===== src/verilog/modbus_slave_pkg.sv =====
// Constants and types shared by the Modbus RTU slave command handler
`default_nettype none
package modbus_slave_pkg;
  // ************************************************************
  // Function and exception codes
  // ************************************************************
  localparam logic [7:0] FC_READ_HOLD = 8'h03;
  localparam logic [7:0] FC_READ_INPUT = 8'h04;
  localparam logic [7:0] FC_WRITE_MULTI = 8'h10;
  localparam logic [7:0] EXC_ILLEGAL_FUNCTION = 8'h01;
  localparam logic [7:0] EXC_ILLEGAL_ADDRESS = 8'h02;
  localparam logic [7:0] EXC_ILLEGAL_VALUE = 8'h03;
  localparam logic [7:0] EXC_BUSY = 8'h06;
  localparam logic [7:0] EXC_NAK = 8'h07;
  localparam logic [7:0] EXC_FLAG = 8'h80;
  // ************************************************************
  // Register map
  // ************************************************************
  localparam int NUM_CHANNELS = 7;
  localparam logic [15:0] CHAN_FIRST_ADDR = 16'h9c71;
  localparam logic [15:0] CHAN_LAST_ADDR = 16'h9c77;
  localparam logic [15:0] CFG_WREN_ADDR = 16'h0000;
  localparam logic [15:0] CFG_CHEN_ADDR = 16'h0001;
  localparam logic [15:0] CHEN_MAX_VALUE = 16'h007f;
  localparam logic [15:0] WREN_MAX_VALUE = 16'h0001;
  localparam logic [6:0] CHEN_RESET = 7'h7f;
  localparam logic WREN_RESET = 1'b0;
  localparam logic [15:0] READ_MAX_QTY = 16'h007d;
  localparam logic [15:0] WRITE_MAX_QTY = 16'h0002;
  // ************************************************************
  // Frame layout
  // ************************************************************
  localparam int BUF_DEPTH = 256;
  localparam int IDX_SLAVE = 0;
  localparam int IDX_FUNC = 1;
  localparam int IDX_ADDR_HI = 2;
  localparam int IDX_ADDR_LO = 3;
  localparam int IDX_QTY_HI = 4;
  localparam int IDX_QTY_LO = 5;
  localparam int IDX_BCOUNT = 6;
  localparam int IDX_WDATA = 7;
  localparam logic [8:0] MIN_FRAME_LEN = 9'h004;
  localparam logic [8:0] READ_FRAME_LEN = 9'h008;
  localparam logic [8:0] WRITE_HDR_LEN = 9'h009;
  localparam logic [8:0] READ_REPLY_FIXED = 9'h005;
  localparam logic [8:0] WRITE_REPLY_LEN = 9'h008;
  localparam logic [8:0] EXC_REPLY_LEN = 9'h005;
  localparam logic [8:0] READ_DATA_START = 9'h003;
  localparam logic [8:0] ECHO_BYTES = 9'h006;
  localparam logic [15:0] CRC_INIT = 16'hffff;
  localparam logic [15:0] CRC_POLY = 16'ha001;
  // ************************************************************
  // Timing
  // ************************************************************
  localparam int CLK_PERIOD_NS = 5;
  localparam int BUSY_TIME_S = 3;
  localparam int unsigned BUSY_CYCLES_DEFAULT =
    32'(64'(BUSY_TIME_S) * 64'd1000000000 / 64'(CLK_PERIOD_NS));
  typedef enum {kind_read, kind_write, kind_exc} reply_kind_t;
endpackage
`default_nettype wire


===== src/verilog/modbus_slave.sv =====
// Modbus RTU slave: read/preset-multiple handler with exception replies
`default_nettype none
module modbus_slave #(
  parameter int unsigned BUSY_CYCLES = modbus_slave_pkg::BUSY_CYCLES_DEFAULT
) (
  input wire logic clk,
  input wire logic rst,
  input wire logic [7:0] slave_addr,
  input wire logic rx_valid,
  input wire logic [7:0] rx_data,
  input wire logic rx_end,
  input wire logic tx_ready,
  input wire logic [15:0] chan_result [modbus_slave_pkg::NUM_CHANNELS],
  input wire logic [6:0] nv_chen,
  output logic tx_valid,
  output logic [7:0] tx_data,
  output logic tx_last,
  output logic nv_wr,
  output logic [6:0] nv_data,
  output logic [6:0] chan_enable,
  output logic busy
);
  import modbus_slave_pkg::*;

  typedef enum {st_rx, st_check, st_tx} state_t;

  function automatic logic [15:0] crc_step(input logic [15:0] c, input logic [7:0] d);
    logic [15:0] r;
    r = c ^ {8'h00, d};
    for (int i = 0; i < 8; i++)
    begin
      r = r[0] ? ((r >> 1) ^ CRC_POLY) : (r >> 1);
    end
    return r;
  endfunction

  // ************************************************************
  // Power-up busy window
  // ************************************************************
  logic [31:0] busy_cnt;
  logic [31:0] next_busy_cnt;
  logic next_busy;

  always_comb
  begin
    next_busy_cnt = busy_cnt;
    next_busy = busy;
    if (busy)
    begin
      next_busy_cnt = busy_cnt + 32'h00000001;
      if (busy_cnt == BUSY_CYCLES - 1)
        next_busy = 1'b0;
    end
  end

  always_ff @(posedge clk or posedge rst)
  begin
    if (rst)
    begin
      busy_cnt <= 32'h00000000;
      busy <= 1'b1;
    end
    else
    begin
      busy_cnt <= next_busy_cnt;
      busy <= next_busy;
    end
  end

  // ************************************************************
  // Frame buffer and decode
  // ************************************************************
  // Received bytes stay put during the reply, so the echo reads them back
  logic [7:0] frame_buf [BUF_DEPTH];
  state_t st;
  state_t next_st;
  logic [8:0] rx_cnt;
  logic [8:0] next_rx_cnt;
  logic [15:0] rx_crc;
  logic [15:0] next_rx_crc;
  logic rx_ovf;
  logic next_rx_ovf;

  always_ff @(posedge clk)
  begin
    if (st == st_rx && rx_valid && !rx_cnt[8])
      frame_buf[rx_cnt[7:0]] <= rx_data;
  end

  logic [7:0] func;
  logic [15:0] start;
  logic [15:0] qty;
  logic [7:0] bcount;
  logic [15:0] wval0;
  logic [15:0] wval1;
  logic [16:0] last_addr;
  logic good_frame;
  logic is_read;
  logic in_chan;
  logic in_cfg;
  logic hit_wren;
  logic hit_chen;
  logic [15:0] chen_val;

  always_comb
  begin
    func = frame_buf[IDX_FUNC];
    start = {frame_buf[IDX_ADDR_HI], frame_buf[IDX_ADDR_LO]};
    qty = {frame_buf[IDX_QTY_HI], frame_buf[IDX_QTY_LO]};
    bcount = frame_buf[IDX_BCOUNT];
    wval0 = {frame_buf[IDX_WDATA], frame_buf[IDX_WDATA + 1]};
    wval1 = {frame_buf[IDX_WDATA + 2], frame_buf[IDX_WDATA + 3]};
    last_addr = {1'b0, start} + {1'b0, qty} - 17'h00001;
    // Bad CRC or foreign address: silently dropped, as RTU slaves must
    good_frame = rx_cnt >= MIN_FRAME_LEN && rx_crc == 16'h0000 && !rx_ovf
      && frame_buf[IDX_SLAVE] == slave_addr;
    is_read = func == FC_READ_HOLD || func == FC_READ_INPUT;
    in_chan = start >= CHAN_FIRST_ADDR && last_addr <= {1'b0, CHAN_LAST_ADDR};
    in_cfg = last_addr <= {1'b0, CFG_CHEN_ADDR};
    hit_wren = start == CFG_WREN_ADDR;
    hit_chen = start == CFG_CHEN_ADDR || qty == WRITE_MAX_QTY;
    chen_val = (start == CFG_CHEN_ADDR) ? wval0 : wval1;
  end

  // ************************************************************
  // Channel view
  // ************************************************************
  logic [6:0] chen;
  logic wren;
  logic [15:0] chan_view [NUM_CHANNELS];

  for (genvar g = 0; g < NUM_CHANNELS; g++)
  begin : g_chan
    assign chan_view[g] = chen[g] ? chan_result[g] : 16'h0000;
  end

  function automatic logic [15:0] reg_value(input logic [15:0] a);
    logic [15:0] off;
    off = a - CHAN_FIRST_ADDR;
    if (a >= CHAN_FIRST_ADDR && a <= CHAN_LAST_ADDR)
      return chan_view[off[2:0]];
    else if (a == CFG_WREN_ADDR)
      return {15'h0000, wren};
    else if (a == CFG_CHEN_ADDR)
      return {9'h000, chen};
    else
      return 16'h0000;
  endfunction

  // ************************************************************
  // Command machine and reply stream
  // ************************************************************
  reply_kind_t kind;
  reply_kind_t next_kind;
  logic [7:0] exc;
  logic [7:0] next_exc;
  logic [8:0] tx_idx;
  logic [8:0] next_tx_idx;
  logic [8:0] tx_len;
  logic [8:0] next_tx_len;
  logic [15:0] tx_crc;
  logic [15:0] next_tx_crc;
  logic next_tx_valid;
  logic [7:0] next_tx_data;
  logic next_tx_last;
  logic next_wren;
  logic [6:0] next_chen;
  logic next_nv_wr;
  logic [6:0] next_nv_data;
  logic loaded;
  logic next_loaded;

  function automatic logic [7:0] reply_byte(input reply_kind_t k, input logic [8:0] i,
                                            input logic [8:0] len, input logic [7:0] code,
                                            input logic [15:0] crc);
    logic [8:0] d;
    logic [15:0] v;
    d = i - READ_DATA_START;
    v = reg_value(start + {8'h00, d[8:1]});
    if (i == len - 9'h002)
      return crc[7:0];
    else if (i == len - 9'h001)
      return crc[15:8];
    else if (i == 9'h000)
      return frame_buf[IDX_SLAVE];
    else if (k == kind_exc)
      return (i == 9'h001) ? (func | EXC_FLAG) : code;
    else if (k == kind_write)
      return frame_buf[i[7:0]];
    else if (i == 9'h001)
      return func;
    else if (i == 9'h002)
      return {qty[6:0], 1'b0};
    else
      return d[0] ? v[7:0] : v[15:8];
  endfunction

  always_comb
  begin
    next_st = st;
    next_rx_cnt = rx_cnt;
    next_rx_crc = rx_crc;
    next_rx_ovf = rx_ovf;
    next_kind = kind;
    next_exc = exc;
    next_tx_idx = tx_idx;
    next_tx_len = tx_len;
    next_tx_crc = tx_crc;
    next_tx_valid = tx_valid;
    next_tx_data = tx_data;
    next_tx_last = tx_last;
    next_wren = wren;
    next_chen = chen;
    next_nv_wr = 1'b0;
    next_nv_data = nv_data;
    next_loaded = 1'b1;
    if (!loaded)
      next_chen = nv_chen;
    case (st)
      st_rx:
      begin
        if (rx_valid)
        begin
          next_rx_crc = crc_step(rx_crc, rx_data);
          if (rx_cnt[8])
            next_rx_ovf = 1'b1;
          else
            next_rx_cnt = rx_cnt + 9'h001;
        end
        if (rx_end)
          next_st = st_check;
      end
      st_check:
      begin
        next_st = st_rx;
        next_rx_cnt = 9'h000;
        next_rx_crc = CRC_INIT;
        next_rx_ovf = 1'b0;
        if (good_frame)
        begin
          next_kind = kind_exc;
          next_exc = 8'h00;
          if (busy)
            next_exc = EXC_BUSY;
          else if (!is_read && func != FC_WRITE_MULTI)
            next_exc = EXC_ILLEGAL_FUNCTION;
          else if (is_read)
          begin
            if (rx_cnt != READ_FRAME_LEN || qty == 16'h0000 || qty > READ_MAX_QTY)
              next_exc = EXC_ILLEGAL_VALUE;
            else if (!in_chan && !in_cfg)
              next_exc = EXC_ILLEGAL_ADDRESS;
            else
              next_kind = kind_read;
          end
          else if (qty == 16'h0000 || {8'h00, bcount} != {qty[14:0], 1'b0}
                   || rx_cnt != WRITE_HDR_LEN + {1'b0, bcount})
            next_exc = EXC_ILLEGAL_VALUE;
          else if (!in_cfg)
            next_exc = EXC_ILLEGAL_ADDRESS;
          else if ((hit_wren && wval0 > WREN_MAX_VALUE) || (hit_chen && chen_val > CHEN_MAX_VALUE))
            next_exc = EXC_ILLEGAL_VALUE;
          else if (hit_chen && !wren)
            next_exc = EXC_NAK;
          else
          begin
            next_kind = kind_write;
            if (hit_wren)
              next_wren = wval0[0];
            if (hit_chen)
            begin
              next_chen = chen_val[6:0];
              next_nv_wr = 1'b1;
              next_nv_data = chen_val[6:0];
            end
          end
          case (next_kind)
            kind_read: next_tx_len = READ_REPLY_FIXED + {qty[7:0], 1'b0};
            kind_write: next_tx_len = WRITE_REPLY_LEN;
            default: next_tx_len = EXC_REPLY_LEN;
          endcase
          next_st = st_tx;
          next_tx_idx = 9'h000;
          next_tx_crc = CRC_INIT;
          next_tx_valid = 1'b1;
          next_tx_data = frame_buf[IDX_SLAVE];
          next_tx_last = 1'b0;
        end
      end
      st_tx:
      begin
        if (tx_ready)
        begin
          if (tx_last)
          begin
            next_st = st_rx;
            next_tx_valid = 1'b0;
            next_tx_last = 1'b0;
          end
          else
          begin
            // CRC freezes once its own bytes start going out
            if (tx_idx < tx_len - 9'h002)
              next_tx_crc = crc_step(tx_crc, tx_data);
            next_tx_idx = tx_idx + 9'h001;
            next_tx_data = reply_byte(kind, next_tx_idx, tx_len, exc, next_tx_crc);
            next_tx_last = next_tx_idx == tx_len - 9'h001;
          end
        end
      end
      default:
        next_st = st_rx;
    endcase
  end

  always_ff @(posedge clk or posedge rst)
  begin
    if (rst)
    begin
      st <= st_rx;
      rx_cnt <= 9'h000;
      rx_crc <= CRC_INIT;
      rx_ovf <= 1'b0;
      kind <= kind_exc;
      exc <= 8'h00;
      tx_idx <= 9'h000;
      tx_len <= EXC_REPLY_LEN;
      tx_crc <= CRC_INIT;
      tx_valid <= 1'b0;
      tx_data <= 8'h00;
      tx_last <= 1'b0;
      wren <= WREN_RESET;
      chen <= CHEN_RESET;
      nv_wr <= 1'b0;
      nv_data <= CHEN_RESET;
      loaded <= 1'b0;
    end
    else
    begin
      st <= next_st;
      rx_cnt <= next_rx_cnt;
      rx_crc <= next_rx_crc;
      rx_ovf <= next_rx_ovf;
      kind <= next_kind;
      exc <= next_exc;
      tx_idx <= next_tx_idx;
      tx_len <= next_tx_len;
      tx_crc <= next_tx_crc;
      tx_valid <= next_tx_valid;
      tx_data <= next_tx_data;
      tx_last <= next_tx_last;
      wren <= next_wren;
      chen <= next_chen;
      nv_wr <= next_nv_wr;
      nv_data <= next_nv_data;
      loaded <= next_loaded;
    end
  end

  assign chan_enable = chen;
endmodule
`default_nettype wire


===== config.mk =====
export PLATFORM = sky130hd
export DESIGN_NAME = modbus_slave
export DESIGN_NICKNAME = d
export VERILOG_FILES = /design/src/verilog/modbus_slave_pkg.sv /design/src/verilog/modbus_slave.sv
export SDC_FILE = /design/constraint.sdc
export NUM_CORES = 2
export LEC_CHECK = 0
export BUFFER_PORTS_ARGS = -buffer_cell sky130_fd_sc_hd__buf_4
export CAP_MARGIN = 10
export CORE_ASPECT_RATIO = 0.9
export CORE_MARGIN = 2
export CORE_UTILIZATION = 55
export CTS_BUF_LIST = sky130_fd_sc_hd__clkbuf_4 sky130_fd_sc_hd__clkbuf_8 sky130_fd_sc_hd__clkbuf_16
export CTS_CLUSTER_DIAMETER = 120
export DETAILED_ROUTE_END_ITERATION = 10
export PLACE_DENSITY = 0.86
export RECOVER_POWER = 100
export SLEW_MARGIN = 20
export SYNTH_ARGS = -nofsm -noshare
export SYNTH_HDL_FRONTEND = slang
export SYNTH_SLANG_ARGS = --single-unit

===== constraint.sdc =====
create_clock -name clk -period 5.8 [get_ports clk]
set_input_delay 0.29 -clock clk [delete_from_list [all_inputs] [get_ports clk]]
set_output_delay 0.29 -clock clk [all_outputs]
set_load 0.02 [all_outputs]

==> metrics list <==
- The run finished, with violations left.
- Violated checks: max-capacitance violations, max-slew violations
- Setup repair after global routing left no endpoint under its margin.
- Most used routing layer: met2
* Final hold violations: 0
- In this run the critical register-to-register path is launched from tx_len[3]$_DFFE_PP0P_.
- Clock tree synthesis selected as its root buffer the cell sky130_fd_sc_hd__clkbuf_16.
* Number of warnings issued by yosys: 0
* Final period demand of the worst path: 5.40 ns
- Basic-gate share of the synthesized area counting and, or, nand and nor cells: 5.03%
- Util after Layout: 61.5%
* Power Density: 317 nW/um^2
- End of the worst register-to-register path: tx_data[2]$_DFFE_PP0P_
* Total Wirelength: 274 mm
- Horizontal extent of the die: 434 um
- DR vias: 53400
- Synthesis produced a netlist with a net count of 5141.
- Number of vias per cell: 7.08
- Dominant combinational cell family by area after synthesis: multiplexers
* Die Ht: 391 um
* Final setup violation count: 0
- The top cell type by area accounts for 67.1% of the synthesized area.
- Post-route standard cell area excluding fillers: 102000 sq um
- Number of detailed-routing iterations run before antenna repair: 8
- The clock arrives with 0.0434 ns of skew.
* Total chip power: 32.4 mW
- Achievable Freq: 0.185 GHz
* Overall global routing resource usage: 32.4%
- CP required: 6.50 ns
* Remaining DRCs: 0
* Largest fanout of any net on the critical path: 16
- The number of slew-limit violations in the final report was 1982.
- After routing, the total negative slack on setup checks comes to 0 ns.
- Number of cell instances on the worst register-to-register path: 13
- Met3 Resource Use GR: 10.7%
* Placed cell areas: 95300 sq um
* Critical path launch point type: flop
* Initial antenna violation count: 17
- Area share of fa/ha/maj cells after synthesis: 0.997%
- Of all cell types, the one taking the most synthesized area is sky130_fd_sc_hd__edfxtp_1.
* Average cell area after synthesis: 18.6 sq um
- Slew at the pin closest to its max-slew limit: 5.01 ns
* Die area: 170000 sq um
- The largest single stage delay on the critical path is 1.90 ns.
- CTS tree: yes
- Across the VDD grid, the largest voltage drop is 353 uV.
* Detail Route Antenna Nets: 0
- GR Util met2: 51.1%
- Cells taking the most area after synthesis: sky130_fd_sc_hd__edfxtp_1 67%, sky130_fd_sc_hd__mux4_2 15%, sky130_fd_sc_hd__dfrtp_1 2.1%
- Summed over all nets, the half-perimeter wirelength after detailed placement is 158 mm.
- Post-CTS clock slew at the launch and capture registers of the worst setup and hold paths: 0.07 ns
- Counting the buffers created by CTS gives 198.
- The slowest stage of the critical path is the sky130_fd_sc_hd__o21ai_0 cell.
- The via count of the first global-routing pass came to 52800.
- The first routing iteration left 9654 violations.
- Cell variety after synth: 95
* Critical Setup Path Class: flop to flop
* Depth of the CTS H-tree: 4
* Fillers: 10800
* Gate Count Post-Synth: 4930
* Share of the clock period used by the worst path after layout: 93.1%
- Start point of the worst hold path: chan_result[3]
- Number of I/O port buffers: 165
- The synthesized design contains 2048 enable-type register cells.
- Yosys instantiated no cell more often than sky130_fd_sc_hd__edfxtp_1.
- For this run, global-route usage on met1 was measured as 39.9%.
- The clock reaches the later pin of the worst-skew pair after 0.85 ns.
* Layout Nets: 5346
- The initialized floorplan defines 142 standard-cell rows.
* Share of the synthesized area in compound gates (AO/OA/AOI/OAI): 3.52%
- Sequential elements use 70.6% of the synthesized area.
- Clock tree synthesis found a total of 2175 sinks.
* Weighted congestion reported at the end of routability-driven placement: 0.986
- Crit path cell chain: or3_1 -> or3_1 -> and2_0 -> ha_1 -> o21ai_0 -> nand2b_1 -> o2111ai_1 -> o21ai_0 -> clkbuf_1 -> mux2i_1 -> nand2_1 -> o221ai_1 -> a22oi_1
- Summing every instance area after synthesis gives 91700 sq um.
- Top cells by instance count after synthesis: 2048 x sky130_fd_sc_hd__edfxtp_1, 620 x sky130_fd_sc_hd__mux4_2, 394 x sky130_fd_sc_hd__nor2_1
- For the worst setup path, the data arrival time is 6.10 ns.
- For this design the top-level I/O count stands at 166.
* Fraction of final layout cells with drive strength greater than 1: 23.5%
- The tool flagged a number of max-cap violations equal to 34.
- In the synthesized netlist the dominant register cell turns out to be sky130_fd_sc_hd__edfxtp_1.
- Synthesized-area fraction occupied by xor and xnor cells: 1.60%
- Number of synthesized register bits: 2175
- Endpoint of the worst hold path: tx_data[3]$_DFFE_PP0P_
- In this run, post-CTS repair resized a total of 0 instances.
* Global-route wire length before repair: 388 mm
- Measured against its own limit, the worst slew margin works out to -234%.
- Internal reg-to-reg setup slack: 0.40 ns
* Maximum number of pins on one net before global-route repair: 207
- Dividing the detail-routed wire length by the instance count gives 36.3 um.
* P_leak: 32.5 nW
- Along the worst hold path, the cell count comes to 7.
- Async S/R FF share, synth: 5.84%
- Buffers added to address setup during post-CTS repair amount to 0.
- The core region is 166000 sq um.
- The area growth from synthesis to layout is 11.3%.
- The initial utilization of the core area, before any placement, comes to 55.2%.
- Maximum buffer depth of the clock tree: 3
* Remaining global-route overflow: 0
- STA classifies the critical path endpoint as a flop.
* Path type of the worst min-delay path: input pin to flop
- Multiplexer cells account for 16.1% of the synthesized area.
## cells by family after synthesis
group,Yosys count
simple gates,990
xor+xnor,160
mux,694
fa+ha+maj,72
compound gates,466
flops,2175
buf+inv,372
other cells,1
## placed cells by master, fill, tap and decap left out, types with 30 or more instances in the layout
| cell type | synthesis | layout |
|---|---|---|
| sky130_fd_sc_hd__nor2_1 | 394 | 392 |
| sky130_fd_sc_hd__nor3_1 | 52 | 51 |
| sky130_fd_sc_hd__nor4_1 | 31 | 30 |
| sky130_fd_sc_hd__ha_1 | 69 | 68 |
| sky130_fd_sc_hd__inv_1 | 95 | 94 |
| sky130_fd_sc_hd__dfrtp_1 | 77 | 76 |
| sky130_fd_sc_hd__clkinv_1 | 0 | 50 |
| sky130_fd_sc_hd__clkbuf_16 | 0 | 200 |
| sky130_fd_sc_hd__nand3_1 | 96 | 96 |
| sky130_fd_sc_hd__and3_1 | 30 | 30 |
| sky130_fd_sc_hd__clkbuf_1 | 127 | 49 |
| sky130_fd_sc_hd__xnor2_1 | 128 | 126 |
| sky130_fd_sc_hd__buf_4 | 39 | 189 |
| sky130_fd_sc_hd__clkinv_2 | 0 | 39 |
| sky130_fd_sc_hd__nand4_1 | 34 | 34 |
| sky130_fd_sc_hd__mux4_2 | 620 | 620 |
| sky130_fd_sc_hd__o21ai_0 | 74 | 75 |
| sky130_fd_sc_hd__a22oi_1 | 46 | 46 |
| sky130_fd_sc_hd__mux2i_1 | 54 | 54 |
| sky130_fd_sc_hd__edfxtp_1 | 2048 | 2048 |
| sky130_fd_sc_hd__nand2_1 | 223 | 223 |
| sky130_fd_sc_hd__a21oi_1 | 96 | 93 |
| sky130_fd_sc_hd__dfstp_2 | 50 | 40 |
| sky130_fd_sc_hd__bufinv_16 | 0 | 33 |
## routing by layer
metal  vias up  part of all wire (%)  wire, um
li1      20400                     -         -
met1     26800                    32     88100
met2      4999                    47    129000
met3      1168                    14     38100
met4        20                   7.0     19200
met5         -                 0.048       131
## flip-flops by register name, indices dropped and copies added (netlist names), 7 cells and up
register	cells
busy_cnt	32
chan_enable	7
frame_buf	2048
nv_data	7
rx_cnt	9
rx_crc	16
tx_crc	16
tx_data	8
tx_idx	9
tx_len	9
## how the worst max path moves through the flow
| stage | from | depth (start not counted) | to | slack, ns |
|---|---|---|---|---|
| floorplan | tx_idx[0]$_DFFE_PP0P_ | 29 | tx_data[4]$_DFFE_PP0P_ | 0.03 |
| global placement | tx_idx[2]$_DFFE_PP0P_ | 16 | tx_data[1]$_DFFE_PP0P_ | 0.80 |
| detailed placement | tx_idx[2]$_DFFE_PP0P_ | 16 | tx_data[4]$_DFFE_PP0P_ | 0.77 |
| CTS | frame_buf[5][1]$_DFFE_PP_ | 14 | chan_enable[2]$_DFF_PP1_ | 0.71 |
| global route | tx_len[3]$_DFFE_PP0P_ | 14 | tx_data[3]$_DFFE_PP0P_ | 0.19 |
| finish | tx_len[3]$_DFFE_PP0P_ | 13 | tx_data[2]$_DFFE_PP0P_ | 0.40 |
## critical path, delay by kind of cell (launching register included)
kind	cells	cell delay [ns]
buffers and inverters	1	0.45
AO/OA/AOI/OAI	5	2.40
multiplexers	1	0.30
flip-flops	1	0.53
adder cells (fa/ha/maj)	1	0.27
AND/OR/NAND/NOR	5	1.30
## per-stage QoR
stage / setup WS (ns) / instances / hold WS, ns
2_1_floorplan: 0.0308 / 4930 / 0.389
3_3_place_gp: 0.798 / 7150 / 0.456
3_5_place_dp: 0.774 / 7150 / 0.467
4_1_cts: 0.714 / 7538 / 0.0459
5_1_grt: 0.191 / 7540 / 0.213
6_report: 0.401 / 7553 / 0.148
## final cells by class
type / count / area [sq um] / share of cell area, %
Sequential cell: 2175 / 64700 / 63.5
Multi-Input combinational cell: 2383 / 25100 / 24.6
Clock buffer: 213 / 5100 / 5.00
Tap cell: 2232 / 2790 / 2.74
Timing Repair Buffer: 281 / 2120 / 2.08
Clock inverter: 159 / 1790 / 1.76
Inverter: 96 / 364 / 0.357
Antenna cell: 14 / 35.0 / 0.0343
## timing repair
item | in CTS | in global routing
hold buffers | 16 | 0
setup endpoints to repair | 0 | 0
hold endpoints to repair | 207 | 0
## where the power goes
group	leakage, nW	switching, mW	internal [mW]
registers	20.0	0.0936	17.3
logic	9.18	0.697	0.268
clock network	3.36	6.17	7.88
total	32.5	6.96	25.4
Note: power is estimated with default switching activity, not from simulation.
